===== src/include/lcd_bridge_pkg.sv =====
// Constants, types and register map for the serial to character LCD bridge.
// Assumes a single 20 MHz system clock; all timing runs off a 4 MHz tick.
package lcd_bridge_pkg;
    localparam int CLK_HZ = 20_000_000;
    localparam int REF_HZ = 4_000_000;
    localparam int REF_MHZ = REF_HZ / 1_000_000;
    localparam int TICK_DIV = CLK_HZ / REF_HZ;
    localparam logic [2:0] TICK_LAST = 3'(TICK_DIV - 1);

    localparam int SLOW_BAUD = 2400;
    localparam int FAST_BAUD = 9600;
    localparam int BIT_W = 11;
    localparam logic [BIT_W-1:0] SLOW_BIT_TICKS = BIT_W'((REF_HZ + SLOW_BAUD / 2) / SLOW_BAUD);
    localparam logic [BIT_W-1:0] FAST_BIT_TICKS = BIT_W'((REF_HZ + FAST_BAUD / 2) / FAST_BAUD);
    localparam logic [2:0] LAST_DATA_BIT = 3'h7;

    // Least times round up to whole ticks
    localparam int ENABLE_HIGH_NS = 450;
    localparam int ENABLE_TICKS = (ENABLE_HIGH_NS * REF_MHZ + 999) / 1000;
    localparam logic [1:0] PHASE_LAST = 2'(ENABLE_TICKS + 1);
    localparam int POWERUP_US = 15000;
    localparam int LONG_US = 2000;
    localparam int SHORT_US = 50;
    localparam int POWERUP_TICKS = POWERUP_US * REF_MHZ;
    localparam int LONG_TICKS = LONG_US * REF_MHZ;
    localparam int SHORT_TICKS = SHORT_US * REF_MHZ;
    localparam int WAIT_W = 17;

    localparam logic [7:0] CODE_ESCAPE = 8'hFE;
    localparam logic [7:0] CODE_AUX_LOW = 8'hFC;
    localparam logic [7:0] CODE_AUX_HIGH = 8'hFD;
    localparam logic [7:0] CODE_RETURN = 8'h0D;
    localparam logic [7:0] CODE_NEWLINE = 8'h0A;
    localparam logic [7:0] CODE_FORMFEED = 8'h0C;
    localparam logic [7:0] CODE_BACKSPACE = 8'h08;

    localparam logic [7:0] INS_CLEAR = 8'h01;
    localparam logic [7:0] INS_HOME = 8'h02;
    localparam logic [7:0] INS_SLOW_LIMIT = 8'h04;
    localparam logic [7:0] INS_CURSOR_LEFT = 8'h10;
    localparam logic [7:0] INS_WAKE_A = 8'h33;
    localparam logic [7:0] INS_WAKE_B = 8'h32;
    localparam logic [7:0] INS_FUNCTION = 8'h28;
    localparam logic [7:0] INS_DISPLAY = 8'h0C;
    localparam logic [7:0] INS_ENTRY = 8'h06;
    localparam logic [7:0] CHAR_BLANK = 8'h20;

    localparam logic [7:0] REG_CTRL = 8'h00;
    localparam logic [7:0] REG_STATUS = 8'h04;
    localparam int CTRL_RX_ENABLE = 0;
    localparam logic CTRL_RX_ENABLE_RESET = 1'b1;
    localparam int STAT_AUX = 0;
    localparam int STAT_BUSY = 1;
    localparam int STAT_OVERRUN = 2;
    localparam int STAT_FRAME_ERR = 3;
    localparam int STAT_BAUD_FAST = 4;
    localparam int STAT_POL_STD = 5;
    localparam int STAT_ESCAPE = 6;
    localparam int STAT_LAST_LO = 8;
    localparam int STAT_LAST_HI = 15;

    localparam int FIFO_DEPTH = 2;

    typedef enum logic [1:0] {
        ST_POWERUP = 2'b10,
        ST_IDLE = 2'b00,
        ST_SEND = 2'b01,
        ST_WAIT = 2'b11
    } state_type;

    typedef enum logic [1:0] {
        RX_START = 2'b00,
        RX_DATA = 2'b01,
        RX_STOP = 2'b11
    } rx_phase_type;

    typedef enum logic [2:0] {
        OP_INIT = 3'h0,
        OP_CHAR = 3'h1,
        OP_HOMECHAR = 3'h2,
        OP_CLEAR = 3'h3,
        OP_BACKSPACE = 3'h4,
        OP_CMD = 3'h5
    } op_type;
endpackage : lcd_bridge_pkg

===== src/core/serial_byte_receiver.sv =====
// Asynchronous serial byte receiver: start, 8 data LSB first, 1 stop.
// Expects a synchronised, polarity-corrected line (idle high) and a 4 MHz tick.
`timescale 1ns/1ps
module serial_byte_receiver (
    input wire logic clk_i,
    input wire logic rst_i,
    input wire logic tick_i,
    input wire logic enable_i,
    input wire logic line_i,
    input wire logic [lcd_bridge_pkg::BIT_W-1:0] bit_ticks_i,
    output logic [7:0] data_o,
    output logic valid_o,
    output logic frame_error_o,
    output logic busy_o
);
    lcd_bridge_pkg::rx_phase_type phase;
    logic [lcd_bridge_pkg::BIT_W-1:0] count;
    logic [2:0] bit_index;
    logic [7:0] shift;

    always_ff @(posedge clk_i) begin
        if (rst_i) begin
            phase <= lcd_bridge_pkg::RX_START;
            count <= '0;
            bit_index <= '0;
            shift <= '0;
            data_o <= '0;
            valid_o <= 1'b0;
            frame_error_o <= 1'b0;
            busy_o <= 1'b0;
        end else begin
            valid_o <= 1'b0;
            frame_error_o <= 1'b0;
            if (tick_i) begin
                if (!busy_o) begin
                    if (enable_i && !line_i) begin
                        busy_o <= 1'b1;
                        phase <= lcd_bridge_pkg::RX_START;
                        count <= bit_ticks_i >> 1;
                    end
                end else if (count != '0) begin
                    count <= count - 1'b1;
                end else begin
                    count <= bit_ticks_i - 1'b1;
                    case (phase)
                        lcd_bridge_pkg::RX_START: begin
                            // Glitch shorter than half a bit is dropped
                            if (line_i) begin
                                busy_o <= 1'b0;
                            end else begin
                                phase <= lcd_bridge_pkg::RX_DATA;
                                bit_index <= '0;
                            end
                        end
                        lcd_bridge_pkg::RX_DATA: begin
                            shift <= {line_i, shift[7:1]};
                            bit_index <= bit_index + 1'b1;
                            if (bit_index == lcd_bridge_pkg::LAST_DATA_BIT) begin
                                phase <= lcd_bridge_pkg::RX_STOP;
                            end
                        end
                        default: begin
                            busy_o <= 1'b0;
                            if (line_i) begin
                                data_o <= shift;
                                valid_o <= 1'b1;
                            end else begin
                                frame_error_o <= 1'b1;
                            end
                        end
                    endcase
                end
            end
        end
    end
endmodule : serial_byte_receiver


===== src/core/serial_to_char_lcd_bridge.sv =====
// Serial to character LCD bridge: receives bytes, interprets control codes,
// drives the LCD in 4-bit write-only mode. Registers on classic Wishbone.
// Assumes straps and serial pin are asynchronous; LCD never read back.
// Functional notes
// - Baud strap low gives 2400 baud, high gives 9600 baud.
// - Polarity strap low inverts the line; high is standard polarity.
// - Bytes arrive on one serial input with no handshake or return path.
// - Each byte goes to the LCD as two nibbles on upper data lines.
// - Device drives enable, register select and read/write lines.
// - All timing derives from one 4 MHz reference tick.
// - Byte after 0xFE goes to the LCD as an instruction.
// - CR and LF ignored; form feed clears; backspace erases backwards.
// - 0xFE then 0xFC drives aux low; 0xFD drives it high; no LCD transfer.
// - Aux output low after reset; cursor homed before first character.
//
// The register addresses and the Wishbone slave port were decided locally.
`timescale 1ns/1ps
module serial_to_char_lcd_bridge #(
    parameter int POWERUP_WAIT = lcd_bridge_pkg::POWERUP_TICKS,
    parameter int LONG_WAIT = lcd_bridge_pkg::LONG_TICKS
) (
    input wire logic clk_i,
    input wire logic rst_i,
    input wire logic wb_cyc_i,
    input wire logic wb_stb_i,
    input wire logic wb_we_i,
    input wire logic [7:0] wb_adr_i,
    input wire logic [3:0] wb_sel_i,
    input wire logic [31:0] wb_dat_i,
    output logic [31:0] wb_dat_o,
    output logic wb_ack_o,
    input wire logic serial_rx_in_i,
    input wire logic baud_select_i,
    input wire logic polarity_select_i,
    output logic lcd_enable_o,
    output logic lcd_register_select_o,
    output logic lcd_read_write_o,
    output logic lcd_nibble_bit0_o,
    output logic lcd_nibble_bit1_o,
    output logic lcd_nibble_bit2_o,
    output logic lcd_nibble_bit3_o,
    output logic aux_out_o
);
    localparam int PINS = 3;
    localparam logic [lcd_bridge_pkg::WAIT_W-1:0] POWERUP_COUNT =
        lcd_bridge_pkg::WAIT_W'(POWERUP_WAIT);
    localparam logic [lcd_bridge_pkg::WAIT_W-1:0] LONG_COUNT =
        lcd_bridge_pkg::WAIT_W'(LONG_WAIT);
    localparam logic [lcd_bridge_pkg::WAIT_W-1:0] SHORT_COUNT =
        lcd_bridge_pkg::WAIT_W'(lcd_bridge_pkg::SHORT_TICKS);

    // Step of an operation: {last, long wait, register select, byte}
    function automatic logic [10:0] op_step(input lcd_bridge_pkg::op_type op,
                                            input logic [2:0] idx, input logic [7:0] data);
        logic [10:0] step;
        step = {3'b100, data};
        case (op)
            lcd_bridge_pkg::OP_INIT: begin
                case (idx)
                    3'h0: step = {3'b000, lcd_bridge_pkg::INS_WAKE_A};
                    3'h1: step = {3'b000, lcd_bridge_pkg::INS_WAKE_B};
                    3'h2: step = {3'b000, lcd_bridge_pkg::INS_FUNCTION};
                    3'h3: step = {3'b000, lcd_bridge_pkg::INS_DISPLAY};
                    3'h4: step = {3'b000, lcd_bridge_pkg::INS_ENTRY};
                    default: step = {3'b110, lcd_bridge_pkg::INS_CLEAR};
                endcase
            end
            lcd_bridge_pkg::OP_CHAR: step = {3'b101, data};
            lcd_bridge_pkg::OP_HOMECHAR: step = (idx == 3'h0) ?
                {3'b010, lcd_bridge_pkg::INS_HOME} : {3'b101, data};
            lcd_bridge_pkg::OP_CLEAR: step = {3'b110, lcd_bridge_pkg::INS_CLEAR};
            lcd_bridge_pkg::OP_BACKSPACE: begin
                case (idx)
                    3'h0: step = {3'b000, lcd_bridge_pkg::INS_CURSOR_LEFT};
                    3'h1: step = {3'b001, lcd_bridge_pkg::CHAR_BLANK};
                    default: step = {3'b100, lcd_bridge_pkg::INS_CURSOR_LEFT};
                endcase
            end
            default: step = {1'b1, data < lcd_bridge_pkg::INS_SLOW_LIMIT, 1'b0, data};
        endcase
        return step;
    endfunction : op_step

    logic [PINS-1:0] pin_meta;
    logic [PINS-1:0] pin_sync;
    logic [2:0] div_count;
    logic tick;
    logic baud_fast;
    logic pol_std;
    logic rx_line;
    logic [7:0] rx_data;
    logic rx_valid;
    logic rx_ferr;
    logic rx_busy;
    logic rx_enable;
    logic [7:0] fifo_mem [lcd_bridge_pkg::FIFO_DEPTH];
    logic fifo_wr_ptr;
    logic fifo_rd_ptr;
    logic [1:0] fifo_count;
    logic fifo_in_ready;
    logic fifo_out_valid;
    logic proc_ready;
    logic overrun;
    logic frame_err;
    logic [7:0] last_byte;
    lcd_bridge_pkg::state_type state;
    lcd_bridge_pkg::op_type op;
    logic [2:0] op_idx;
    logic [7:0] op_data;
    logic [10:0] step;
    logic nib_sel;
    logic [1:0] phase;
    logic [lcd_bridge_pkg::WAIT_W-1:0] wait_cnt;
    logic escape_pending;
    logic homed;
    logic [3:0] nibble;
    logic req;
    logic clr_overrun;
    logic clr_ferr;

    // Pins from outside pass two flops first
    genvar gi;
    generate
        for (gi = 0; gi < PINS; gi++) begin : g_sync
            always_ff @(posedge clk_i) begin
                if (rst_i) begin
                    pin_meta[gi] <= 1'b1;
                    pin_sync[gi] <= 1'b1;
                end else begin
                    pin_meta[gi] <= (gi == 0) ? serial_rx_in_i :
                        (gi == 1) ? baud_select_i : polarity_select_i;
                    pin_sync[gi] <= pin_meta[gi];
                end
            end
        end
    endgenerate

    always_ff @(posedge clk_i) begin
        if (rst_i) begin
            div_count <= '0;
            tick <= 1'b0;
        end else begin
            tick <= (div_count == lcd_bridge_pkg::TICK_LAST);
            div_count <= (div_count == lcd_bridge_pkg::TICK_LAST) ? '0 : div_count + 1'b1;
        end
    end

    // straps follow only between frames, never mid-byte
    always_ff @(posedge clk_i) begin
        if (rst_i) begin
            baud_fast <= 1'b0;
            pol_std <= 1'b1;
        end else if (!rx_busy) begin
            baud_fast <= pin_sync[1];
            pol_std <= pin_sync[2];
        end
    end

    assign rx_line = pol_std ? pin_sync[0] : ~pin_sync[0];

    serial_byte_receiver u_rx (
        .clk_i(clk_i),
        .rst_i(rst_i),
        .tick_i(tick),
        .enable_i(rx_enable),
        .line_i(rx_line),
        .bit_ticks_i(baud_fast ? lcd_bridge_pkg::FAST_BIT_TICKS :
            lcd_bridge_pkg::SLOW_BIT_TICKS),
        .data_o(rx_data),
        .valid_o(rx_valid),
        .frame_error_o(rx_ferr),
        .busy_o(rx_busy)
    );

    // Two-entry buffer; serial cannot stall, so a full buffer counts overrun
    assign fifo_in_ready = (fifo_count != 2'(lcd_bridge_pkg::FIFO_DEPTH));
    assign fifo_out_valid = (fifo_count != 2'h0);
    assign proc_ready = (state == lcd_bridge_pkg::ST_IDLE);
    always_ff @(posedge clk_i) begin
        if (rst_i) begin
            fifo_wr_ptr <= 1'b0;
            fifo_rd_ptr <= 1'b0;
            fifo_count <= '0;
        end else begin
            if (rx_valid && fifo_in_ready) begin
                fifo_mem[fifo_wr_ptr] <= rx_data;
                fifo_wr_ptr <= ~fifo_wr_ptr;
            end
            if (fifo_out_valid && proc_ready) begin
                fifo_rd_ptr <= ~fifo_rd_ptr;
            end
            fifo_count <= fifo_count + 2'(rx_valid && fifo_in_ready)
                - 2'(fifo_out_valid && proc_ready);
        end
    end

    assign step = op_step(op, op_idx, op_data);

    always_ff @(posedge clk_i) begin
        if (rst_i) begin
            state <= lcd_bridge_pkg::ST_POWERUP;
            op <= lcd_bridge_pkg::OP_INIT;
            op_idx <= '0;
            op_data <= '0;
            nib_sel <= 1'b0;
            phase <= '0;
            wait_cnt <= POWERUP_COUNT;
            escape_pending <= 1'b0;
            homed <= 1'b0;
            aux_out_o <= 1'b0;
            lcd_enable_o <= 1'b0;
            lcd_register_select_o <= 1'b0;
            nibble <= '0;
        end else begin
            case (state)
                lcd_bridge_pkg::ST_POWERUP: begin
                    if (tick && wait_cnt != '0) begin
                        wait_cnt <= wait_cnt - 1'b1;
                    end else if (tick) begin
                        op <= lcd_bridge_pkg::OP_INIT;
                        op_idx <= '0;
                        nib_sel <= 1'b0;
                        phase <= '0;
                        state <= lcd_bridge_pkg::ST_SEND;
                    end
                end
                lcd_bridge_pkg::ST_IDLE: begin
                    if (fifo_out_valid) begin
                        op_data <= fifo_mem[fifo_rd_ptr];
                        op_idx <= '0;
                        nib_sel <= 1'b0;
                        phase <= '0;
                        if (escape_pending) begin
                            escape_pending <= 1'b0;
                            if (fifo_mem[fifo_rd_ptr] == lcd_bridge_pkg::CODE_AUX_LOW) begin
                                aux_out_o <= 1'b0;
                            end else if (fifo_mem[fifo_rd_ptr] == lcd_bridge_pkg::CODE_AUX_HIGH) begin
                                aux_out_o <= 1'b1;
                            end else begin
                                op <= lcd_bridge_pkg::OP_CMD;
                                state <= lcd_bridge_pkg::ST_SEND;
                            end
                        end else begin
                            case (fifo_mem[fifo_rd_ptr])
                                lcd_bridge_pkg::CODE_ESCAPE: escape_pending <= 1'b1;
                                lcd_bridge_pkg::CODE_RETURN,
                                lcd_bridge_pkg::CODE_NEWLINE: escape_pending <= 1'b0;
                                lcd_bridge_pkg::CODE_FORMFEED: begin
                                    op <= lcd_bridge_pkg::OP_CLEAR;
                                    homed <= 1'b1;
                                    state <= lcd_bridge_pkg::ST_SEND;
                                end
                                lcd_bridge_pkg::CODE_BACKSPACE: begin
                                    op <= lcd_bridge_pkg::OP_BACKSPACE;
                                    state <= lcd_bridge_pkg::ST_SEND;
                                end
                                default: begin
                                    op <= homed ? lcd_bridge_pkg::OP_CHAR :
                                        lcd_bridge_pkg::OP_HOMECHAR;
                                    homed <= 1'b1;
                                    state <= lcd_bridge_pkg::ST_SEND;
                                end
                            endcase
                        end
                    end
                end
                lcd_bridge_pkg::ST_SEND: begin
                    if (tick) begin
                        phase <= phase + 1'b1;
                        if (phase == 2'h0) begin
                            lcd_register_select_o <= step[8];
                            nibble <= nib_sel ? step[3:0] : step[7:4];
                        end else if (phase == lcd_bridge_pkg::PHASE_LAST) begin
                            phase <= '0;
                            nib_sel <= ~nib_sel;
                            if (nib_sel) begin
                                state <= lcd_bridge_pkg::ST_WAIT;
                                wait_cnt <= step[9] ? LONG_COUNT : SHORT_COUNT;
                            end
                        end
                        lcd_enable_o <= (phase != 2'h0) && (phase != lcd_bridge_pkg::PHASE_LAST);
                    end
                end
                default: begin
                    if (tick && wait_cnt != '0) begin
                        wait_cnt <= wait_cnt - 1'b1;
                    end else if (tick && step[10]) begin
                        state <= lcd_bridge_pkg::ST_IDLE;
                    end else if (tick) begin
                        op_idx <= op_idx + 1'b1;
                        state <= lcd_bridge_pkg::ST_SEND;
                    end
                end
            endcase
        end
    end

    assign lcd_read_write_o = 1'b0;
    assign lcd_nibble_bit0_o = nibble[0];
    assign lcd_nibble_bit1_o = nibble[1];
    assign lcd_nibble_bit2_o = nibble[2];
    assign lcd_nibble_bit3_o = nibble[3];

    // Wishbone slave: ack one cycle after request, write on the ack edge
    assign req = wb_cyc_i && wb_stb_i;
    assign clr_overrun = req && wb_ack_o && wb_we_i && wb_sel_i[0]
        && (wb_adr_i == lcd_bridge_pkg::REG_STATUS) && wb_dat_i[lcd_bridge_pkg::STAT_OVERRUN];
    assign clr_ferr = req && wb_ack_o && wb_we_i && wb_sel_i[0]
        && (wb_adr_i == lcd_bridge_pkg::REG_STATUS) && wb_dat_i[lcd_bridge_pkg::STAT_FRAME_ERR];

    always_ff @(posedge clk_i) begin
        if (rst_i) begin
            wb_ack_o <= 1'b0;
            wb_dat_o <= '0;
            rx_enable <= lcd_bridge_pkg::CTRL_RX_ENABLE_RESET;
        end else begin
            wb_ack_o <= req && !wb_ack_o;
            wb_dat_o <= '0;
            if (req && !wb_ack_o && wb_adr_i == lcd_bridge_pkg::REG_CTRL) begin
                wb_dat_o[lcd_bridge_pkg::CTRL_RX_ENABLE] <= rx_enable;
            end else if (req && !wb_ack_o && wb_adr_i == lcd_bridge_pkg::REG_STATUS) begin
                wb_dat_o[lcd_bridge_pkg::STAT_AUX] <= aux_out_o;
                wb_dat_o[lcd_bridge_pkg::STAT_BUSY] <= !proc_ready || fifo_out_valid;
                wb_dat_o[lcd_bridge_pkg::STAT_OVERRUN] <= overrun;
                wb_dat_o[lcd_bridge_pkg::STAT_FRAME_ERR] <= frame_err;
                wb_dat_o[lcd_bridge_pkg::STAT_BAUD_FAST] <= baud_fast;
                wb_dat_o[lcd_bridge_pkg::STAT_POL_STD] <= pol_std;
                wb_dat_o[lcd_bridge_pkg::STAT_ESCAPE] <= escape_pending;
                wb_dat_o[lcd_bridge_pkg::STAT_LAST_HI:lcd_bridge_pkg::STAT_LAST_LO] <= last_byte;
            end
            if (req && wb_ack_o && wb_we_i && wb_sel_i[0]
                && wb_adr_i == lcd_bridge_pkg::REG_CTRL) begin
                rx_enable <= wb_dat_i[lcd_bridge_pkg::CTRL_RX_ENABLE];
            end
        end
    end

    // Sticky flags: a new event beats a clear in the same cycle
    always_ff @(posedge clk_i) begin
        if (rst_i) begin
            overrun <= 1'b0;
            frame_err <= 1'b0;
            last_byte <= '0;
        end else begin
            overrun <= (overrun && !clr_overrun) || (rx_valid && !fifo_in_ready);
            frame_err <= (frame_err && !clr_ferr) || rx_ferr;
            if (rx_valid) begin
                last_byte <= rx_data;
            end
        end
    end
endmodule : serial_to_char_lcd_bridge


===== config.mk =====
export PLATFORM = sky130hd
export DESIGN_NAME = serial_to_char_lcd_bridge
export DESIGN_NICKNAME = d
export VERILOG_FILES = /design/src/include/lcd_bridge_pkg.sv /design/src/core/serial_byte_receiver.sv /design/src/core/serial_to_char_lcd_bridge.sv
export SDC_FILE = /design/constraint.sdc
export NUM_CORES = 1
export LEC_CHECK = 0
export BUFFER_PORTS_ARGS = -buffer_cell sky130_fd_sc_hd__buf_4
export CAP_MARGIN = 30
export CORE_MARGIN = 2
export CORE_UTILIZATION = 52
export CTS_CLUSTER_DIAMETER = 60
export DETAILED_ROUTE_END_ITERATION = 8
export PLACE_DENSITY_LB_ADDON = 0.12
export SYNTH_ARGS = -nofsm -noshare
export SYNTH_HDL_FRONTEND = slang
export SYNTH_SLANG_ARGS = --single-unit

===== constraint.sdc =====
create_clock -name clk_i -period 2.4 [get_ports clk_i]
set_clock_uncertainty 0.15 [all_clocks]
set_input_delay 0.36 -clock clk_i [delete_from_list [all_inputs] [get_ports clk_i]]
set_output_delay 0.36 -clock clk_i [all_outputs]
set_load 0.05 [all_outputs]

Word level (Yosys, flattened, before mapping)
Memory sizes are Yosys's and may differ from the RTL's. A register that Yosys moved wholly into a read port is not among the register bits. Cells that the tools add are included.

Add/sub/neg operators: 9. $lt $le $gt $ge: 1. Equality and inequality tests: 42. Muxes and demuxes: 84. Bitwise logic cells: 13. Reduce and logical (&&, ||, !) cells: 68.

Operators with widths (count): $pmux 11 s5 (2); $mux 17 (5); $mux 11 (5); $mux 2 (25); $pmux 17 s2 (1); $mux 3 (11); $eq 8x4->1 const B (4); $eq 8x8->1 const B (3); $ne 2x2->1 const B (12); $mux 1 (22); $pmux 11 s2 (1); $sub 11x1->11 const B (2); $reduce_and 7->1 (3); $logic_and 1x1->1 (20); $pmux 3 s3 (2); $reduce_bool 17->1 (1); $sub 17x1->17 const B (1); $ne 3x3->1 const B (5); $reduce_and 5->1 (3); $reduce_bool 2->1 (7); $mux 13 (1); $not 1->1 (13); $eq 3x2->1 const B (4); $eq 3x3->1 const B (4); 33 further kinds (60).

Flip-flop bits (word level): 140. Bits in writable memories: 16. Input port bits: 52. Memories: 1.

Memories: fifo_mem (words 2, width 8, rd ports 1, clocked after Yosys merged registers in 1, write ports 1, RTL line serial_to_char_lcd_bridge.sv:96) `logic [7:0] fifo_mem [lcd_bridge_pkg::FIFO_DEPTH];`.

Logic depth before layout (Yosys ltp)
Gate-level depths: netlist of the first run.

Depth after elaboration: 9. Gate-level depth with buffers: 11. Mapped depth without buffers: 10.

Cells and area by module
From an unflattened synthesis of the first run, not the netlist that was laid out.

Cells, all modules: 773. Area total of the unflattened synthesis: 6965.4 um2.

Modules (own cells, without submodules): serial_to_char_lcd_bridge (times used 1, cells an instance 543, area an instance 4982.3 um2, sequential area each 2262.2 um2); serial_byte_receiver (times used 1, cells an instance 230, area an instance 1983.2 um2, sequential area each 700.7 um2).

Worst setup path after synthesis of the first run
OpenSTA, ideal clock, no wires.

Path kind: flip-flop to flip-flop. Start: register wait_cnt[0] in the netlist's numbering. End: register op[2]. Library setup time: 0.070 ns. Arrival time: 2.181 ns. Required time: 2.180 ns. Setup slack: -0.001 ns. Stages on the path, launching flop included: 9. Path buffers: 0. Cell sequence: dfxtp_1 inv_1 ha_1 or4b_4 nor4_4 a41o_2 nand2_2 or4_1 a21oi_1.

Word-level cells in the longest chain between the ends: 4.

Ends and longest elaborated chain: start, declared (RTL line serial_to_char_lcd_bridge.sv:113) `logic [lcd_bridge_pkg::WAIT_W-1:0] wait_cnt;`; start signal, assigned (RTL line serial_to_char_lcd_bridge.sv:218) `wait_cnt <= wait_cnt - 1'b1;`; start signal, assigned (RTL line serial_to_char_lcd_bridge.sv:278) `wait_cnt <= step[9] ? LONG_COUNT : SHORT_COUNT;`; start signal, assigned (RTL line serial_to_char_lcd_bridge.sv:286) `wait_cnt <= wait_cnt - 1'b1;`; $reduce_bool 17->1 (RTL line serial_to_char_lcd_bridge.sv:217) `if (tick && wait_cnt != '0) begin`; $logic_and 1x1->1 (RTL line serial_to_char_lcd_bridge.sv:217); $ne 2x2->1 (no source line); $reduce_and 7->1 (no source line); end signal, assigned (RTL line serial_to_char_lcd_bridge.sv:220) `op <= lcd_bridge_pkg::OP_INIT;`; end signal, assigned (RTL line serial_to_char_lcd_bridge.sv:240) `op <= lcd_bridge_pkg::OP_CMD;`; end signal, assigned (RTL line serial_to_char_lcd_bridge.sv:249) `op <= lcd_bridge_pkg::OP_CLEAR;`; end, declared (RTL line serial_to_char_lcd_bridge.sv:107) `lcd_bridge_pkg::op_type op;`.

No other way between the ends. A chain may end at the register's enable or synchronous reset.

Worst setup path in the final report of the first run
Ends and elaborated chain as after synthesis.

==> metrics.csv, run 1 <==
stage;metric;value;unit
yosys;top cell type's share of synthesized area;37.9;%
grt;largest net degree at the start of global routing;50;
sta;RSZ-0062 raised after global routing;true;
power;maximum VDD drop;0.505;mV
worst_setup_path;Setup crit end kind;register;
power;Comb pwr share;4.0;%
routing;per-cell routed wire length;14.6;um
worst_setup_path;CP bufs+invs;1;
yosys;ys async rst share;0;%
floorplanning;core area;12200;sq um
yosys;top post-synthesis cells by area;dfxtp_1 (38%), edfxtp_1 (7.3%), nor2_1 (6.2%), a21oi_1 (4.3%), mux2i_1 (4.0%);
sta;fin crit period;2.39;ns
yosys;synthesized area per cell;8.72;sq um
worst_setup_path;crit path max fanout;3;
layout;nets;906;
routing;initial DRC count;380;
worst_setup_path;slowest CP cell;or4_1;
worst_setup_path;Critical Path, Cell by Cell;inv_2, ha_4, or4b_4, nor4_4, a41o_2, nand2_2, or4_1, a21oi_1;
layout;FF+latch area;2970;sq um
yosys;Yosys Warn Count;0;
layout;Fillers;1017;
layout;Layout Area Growth over Synthesis;23.9;%
floorplanning;num rows;40;
yosys;Post-synth EDFFs;16;
sta;final setup vio count;0;
power;Leak Pwr;0.00317;uW
placed_design;Port Buffers;42;
power;switch share;23.3;%
placed_design;DP HPWL;10.2;mm
worst_hold_path;HP Class;input pin to register;
clock_network;clk_lat worst skew;0.42;ns
placed_design;instance area at placement;7290;sq um
layout;post-route design area;8110;sq um
clock_network;H-tree levels;4;
clock_network;CTS clk-pin slew, worst paths;0.06;ns
grt;Total GRT Usage;23.0;%
sta;Slew headroom;63.6;%
routing;vias;5650;
clock_network;Clock Tree Root;clkbuf_16;
worst_setup_path;Required @ worst endpoint;2.60;ns
floorplanning;starting density of the core;53.8;%
grt;remaining global-route overflow;0;
floorplanning;die area;13500;sq um
layout;fraction of final layout cells sized beyond drive strength 1;21.9;%
run;max-cap violations;0;
yosys;Seq/Total Area, Yosys;45.3;%
placed_design;Final Wtd Congestion;0.839;
grt;first-pass GRT wire length;24.6;mm
sta;crit share post-route;99.5;%
grt;antenna violations before repair;0;
layout;Non-Filler Instances;1019;
clock_network;TritonCTS Buffers;17;
layout;n_diodes;0;
routing;routed wire length;14.8;mm
sta;Hold WS;0.0430;ns
worst_setup_path;worst path arrival time;2.58;ns
sta;Worst Tran Pin Value;0.540;ns
power;internal power;4130;uW
layout;fin util;66.7;%
layout;multi-input logic area;3360;sq um
yosys;Cell Area, Synth;6550;sq um
clock_network;Max clock buf depth;2;
worst_setup_path;Crit path largest cell delay;0.50;ns
yosys;most frequent cells after synthesis;dfxtp_1 (124), nor2_1 (108), nand2_1 (59), a21oi_1 (56), o21ai_0 (32);
routing;Pre-antenna DRT Iters;5;
clock_network;clk sinks;140;
power;register share of total power;44.3;%
worst_setup_path;Crit path max-delay family;simple AND/OR/NAND/NOR gates;
worst_setup_path;kind of critical path;register to register;
power;clock network power share;51.6;%
floorplanning;number of placed I/O pins;93;
yosys;register bit count reported by yosys;140;
outcome;status;complete, no violations;
power;Cell Pwr Density;663;nW/um^2
floorplanning;Die X;116;um
sta;final slew viol count;0;
clock_network;CTS tree;yes;
yosys;cell taking the most area after synthesis;dfxtp_1;
yosys;ys flop type;dfxtp_1;
routing;drt drc;0;
yosys;Post-Syn Instances;751;
floorplanning;Die Ht;116;um
yosys;cell with the most instances after synthesis;dfxtp_1;
sta;final hold vios;0;
routing;Routed Antenna Nets;0;
routing;vias per cell;5.54;
yosys;post-synth cell types;79;
power;net switching power;1250;uW
placed_design;dpl cells;981;
sta;Fmax;0.419;GHz
grt;number of global-route vias before repair;5253;
worst_setup_path;Setup crit start kind;register;
==> registers in the layout (all words and copies together) (netlist names), 2 cells and up, named ones only <==
signal / count
div_count: 3
fifo_count: 2
fifo_mem: 16
last_byte: 8
nibble: 4
op: 3
op_data: 8
op_idx: 3
phase: 2
pin_meta: 3
pin_sync: 3
u_rx.bit_index: 3
u_rx.count: 11
u_rx.data_o: 8
u_rx.phase: 2
u_rx.shift: 8
wait_cnt: 17
wb_dat_o: 15
==> cells in the final DEF, fill, tap and decap left out, types with 5 or more instances in the layout <==
master     instances
inv_1             26
xnor2_1            5
a211oi_1          14
and3_1             5
mux2i_1           26
clkbuf_16         17
nor3_1            25
buf_4            103
nand3b_1           6
or2_2              9
a31oi_1            7
ha_1              14
dfxtp_2            6
edfxtp_1          16
and2_1            15
nand3_1           21
nor2_1           107
nand2_1           59
dfxtp_1          118
nor2b_1            5
inv_8              5
conb_1            18
a21oi_1           55
nand2b_1           6
o21ai_0           31
nor4_1             5
==> metrics by stage <==
step,TNS (ns),setup slack (ns),power (uW)
after floorplan,0,0.00435,2610
after global placement,-0.0906,-0.0722,2640
after detailed placement,-0.310,-0.136,2650
after CTS,-0.0106,-0.0106,5420
after global routing,-0.163,-0.0527,5550
final,0,0.0118,5380
==> worst paths after layout <==
path,startpoint,cells after the start,endpoint,slack (ns)
hold / removal,wb_dat_i[0],2,rx_enable,0.04
setup / recovery,wait_cnt[0],8,op[2],0.01
setup reg to reg,wait_cnt[0],8,op[2],0.01
hold reg to reg,pin_meta[0],1,pin_sync[0],0.26
==> timing repair <==
| action | in CTS | in global routing |
|---|---|---|
| endpoints found under the setup margin | 9 | 24 |
| pin swaps | 3 | 3 |
| setup buffers | 0 | 3 |
| hold buffers | 3 | 0 |
| resized for setup | 4 | 29 |
| endpoints found under the hold margin | 3 | 0 |
==> layout make-up <==
| class | count | share of cell area [%] |
|---|---|---|
| Clock buffer | 17 | 5.24 |
| Clock inverter | 15 | 2.48 |
| Inverter | 28 | 1.30 |
| Multi-Input combinational cell | 542 | 41.4 |
| Sequential cell | 140 | 36.6 |
| Tap cell | 168 | 2.59 |
| Timing Repair Buffer | 109 | 10.4 |
==> per-layer routing <==
metal,vias up,part of all wire (%),track usage [%]
met4,0,0.98,7.14
li1,2820,-,-
met1,2686,46,29.9
met3,11,4.5,5.45
met5,-,0,0
met2,133,49,38.1
==> power groups by stage <==
stage / Sequential, uW / Clock [uW] / Combinational (uW)
CTS: 2380 / 2830 / 215
finish: 2380 / 2780 / 218
global route: 2380 / 2930 / 239
global placement: 2440 / 0 / 206
floorplan: 2440 / 0 / 171
detailed placement: 2440 / 0 / 211
==> logic make-up after synthesis <==
| family | count (synthesis) | synth area share (%) |
|---|---|---|
| AO/OA/AOI/OAI | 173 | 17.3 |
| XOR/XNOR | 7 | 0.936 |
| adder cells (fa/ha/maj) | 16 | 3.06 |
| buffers and inverters | 86 | 6.38 |
| flip-flops | 140 | 45.3 |
| multiplexers | 28 | 4.32 |
| other | 1 | 0.0573 |
| AND/OR/NAND/NOR | 300 | 22.7 |
==> worst register-to-register path, stage by stage (launching register included) <==
cell and delay, ns:
dfxtp_2 0.33, inv_2 0.07, ha_4 0.12, or4b_4 0.46, nor4_4 0.23, a41o_2 0.28, nand2_2 0.06, or4_1 0.50
a21oi_1 0.13
Power figures use the tool's default switching activity.
==> run 2, diff against run 1 <==
--- a/config.mk
+++ b/config.mk
@@ -5,12 +5,12 @@
 export SDC_FILE = /design/constraint.sdc
 export NUM_CORES = 1
 export LEC_CHECK = 0
-export BUFFER_PORTS_ARGS = -buffer_cell sky130_fd_sc_hd__buf_4
 export CAP_MARGIN = 30
 export CORE_MARGIN = 2
-export CORE_UTILIZATION = 52
+export CORE_UTILIZATION = 57
 export CTS_CLUSTER_DIAMETER = 60
 export DETAILED_ROUTE_END_ITERATION = 8
+export DONT_BUFFER_PORTS = 1
 export PLACE_DENSITY_LB_ADDON = 0.12
 export SYNTH_ARGS = -nofsm -noshare
 export SYNTH_HDL_FRONTEND = slang
==> run 2 against run 1 <==
Combinational power fell by 8%. Via count fell by 1.7%. Cell count fell by 6.0%. Design area fell by 3.4%. Register-to-register slack barely moved. First-iteration DRC count rose by 4.5%. Maximum frequency rose by 0.29%. Clock-buffer cell count rose by 4. Critical path type unchanged. Critical endpoint unchanged. Largest power group unchanged.
==> metrics.csv, run 2 (synthesis gave the netlist of run 1 again) <==
stage;metric;value;unit;change
sta;final setup vio count;0;;unchanged
routing;vias per cell;5.80;;+4.5%
worst_hold_path;HP Class;input pin to register;;
grt;first-pass GRT wire length;24.7;mm;+0.28%
sta;Final WS setup;0.0186;ns;+0.00683 ns
floorplanning;Die Ht;111;um;-4.3%
clock_network;clk sinks;140;;unchanged
worst_setup_path;crit path max fanout;3;;unchanged
layout;FF+latch area;2970;sq um;about the same
sta;final slew viol count;0;;unchanged
routing;Routed Antenna Nets;0;;unchanged
clock_network;clk_lat worst skew;0.43;ns;about the same
sta;Worst Tran Pin Value;0.610;ns;+0.0702 ns
sta;RSZ-0062 raised after global routing;true;;
layout;commonest non-fill, non-tap cell in the layout;dfxtp_1;;
layout;nets;870;;-4.0%
layout;top flop regs;wait_cnt x17, fifo_mem x16, wb_dat_o x15;;
grt;number of global-route vias before repair;5183;;-1.3%
grt;remaining global-route overflow;0;;unchanged
routing;routed wire length;15.0;mm;+1.2%
run;max-cap violations;0;;unchanged
grt;largest net degree at the start of global routing;104;;+110%
outcome;status;complete, no violations;;
placed_design;DP HPWL;9.49;mm;-7.0%
worst_setup_path;Setup crit end kind;register;;
grt;antenna violations before repair;0;;unchanged
routing;Pre-antenna DRT Iters;5;;unchanged
layout;n_diodes;0;;unchanged
sta;fin crit period;2.38;ns;-0.00683 ns
layout;max reg flops;17;;unchanged
floorplanning;core area;11300;sq um;-6.9%
sta;crit share post-route;99.2;%;-0.28 points
layout;Non-Filler Instances;958;;-6.0%
clock_network;Clock Tree Root;clkbuf_16;;
floorplanning;die area;12400;sq um;-8.5%
placed_design;Setup Slack @ Placement;-0.0987;ns;+0.0370 ns
routing;vias;5552;;-1.7%
clock_network;H-tree levels;4;;unchanged
worst_setup_path;Setup crit start kind;register;;
floorplanning;num rows;39;;-2.5%
power;maximum VDD drop;0.560;mV;+11%
placed_design;Port Buffers;0;;-100%
layout;fraction of final layout cells sized beyond drive strength 1;16.7;%;-5.2 points
floorplanning;Die X;111;um;-4.3%
clock_network;TritonCTS Buffers;17;;unchanged
clock_network;CTS tree;yes;;
clock_network;CTS clk-pin slew, worst paths;0.06;ns;about the same
worst_setup_path;worst path arrival time;2.59;ns;about the same
grt;Total GRT Usage;24.4;%;+1.5 points
sta;final hold vios;0;;unchanged
placed_design;Final Wtd Congestion;0.863;;+2.8%
floorplanning;starting density of the core;57.8;%;+4.0 points
layout;Fillers;905;;-11%
layout;multi-input logic area;3360;sq um;about the same
power;Leak Pwr;0.00299;uW;-5.9%
worst_setup_path;kind of critical path;register to register;;
floorplanning;number of placed I/O pins;93;;unchanged
worst_setup_path;Required @ worst endpoint;2.61;ns;about the same
power;Cell Pwr Density;668;nW/um^2;+0.79%
layout;commonest non-fill, non-tap cells in the layout;dfxtp_1 (122), nor2_1 (106), nand2_1 (59);;
sta;Fmax;0.420;GHz;+0.29%
routing;initial DRC count;397;;+4.5%
layout;Layout Area Growth over Synthesis;19.6;%;
routing;drt drc;0;;unchanged
layout;Biggest register;wait_cnt;;
placed_design;dpl cells;908;;-7.4%
sta;Slew headroom;59.3;%;-4.4 points
routing;per-cell routed wire length;15.7;um;+7.7%
clock_network;Max clock buf depth;2;;unchanged
sta;Hold WS;0.00975;ns;-0.0333 ns
[run 2: cell types whose count changed in the layout (fill, tap and decap cells not counted), sizes merged]
cell         before  now
buf             106   57
bufinv            3    2
clkbuf           17   22
clkinv            1    4
dlygate4sd3       3   15
inv              37   31
[run 2: report_power, final]
part / switching (uW) / total [uW] / internal (uW) / leakage [uW]
sequential: 10.4 / 2390 / 2380 / 0.00115
clock: 1020 / 2650 / 1630 / 0.000290
combinational: 142 / 200 / 58.4 / 0.00154
total: 1170 / 5240 / 4060 / 0.00299
[run 2: cell type report]
class / instances / share of cell area [%]
clock buffer: 21 / 6.02
clock inverter: 11 / 1.69
tap: 143 / 2.28
inverter: 28 / 1.34
sequential: 140 / 37.9
timing repair buffer: 73 / 7.91
multi-input combinational: 542 / 42.9
[run 2: routing by layer]
| layer | part of all wire (%) | global-route usage (%) | wire length, um | up-vias |
|---|---|---|---|---|
| li1 | - | - | - | 2747 |
| met1 | 45 | 31.8 | 6720 | 2624 |
| met2 | 48 | 39.2 | 7190 | 154 |
| met3 | 5.2 | 6.23 | 778 | 27 |
| met4 | 2.1 | 9.22 | 320 | 0 |
| met5 | 0 | 0 | 0 | - |
[run 2: per-stage QoR]
step | power (uW) | cell area, sq um | TNS (ns) | utilization [%]
final | 5240 | 7830 | 0 | 69.2
after detailed placement | 2590 | 6900 | -0.218 | 61.0
after CTS | 5260 | 7700 | 0 | 68.0
after floorplan | 2610 | 6610 | 0 | -
after global routing | 5390 | 7830 | -0.282 | 69.2
after global placement | 2580 | 6900 | -0.0621 | 60.9
[run 2: critical path, cell delays in order, from the launching register on]
cell and delay, ns:
dfxtp_2 0.32, inv_2 0.05, ha_1 0.12, or4b_4 0.47, nor4_4 0.24, a41o_2 0.28, nand2_2 0.06, or4_4 0.51
a21oi_2 0.12
[run 2: path summary, 6_finish.rpt]
path                     from  slack, ns     endpoint  cells after the start
hold reg to reg   pin_meta[2]       0.27  pin_sync[2]                      1
setup / recovery  wait_cnt[0]       0.02        op[2]                      8
setup reg to reg  wait_cnt[0]       0.02        op[2]                      8
hold / removal    wb_dat_i[2]       0.01      overrun                      3
[run 2: repair_timing]
action,4_1_cts,5_1_grt
pin swaps,3,4
setup buffers,0,1
hold endpoints to repair,109,0
hold buffers,16,0
setup endpoints to repair,10,38
gates resized for setup,4,29
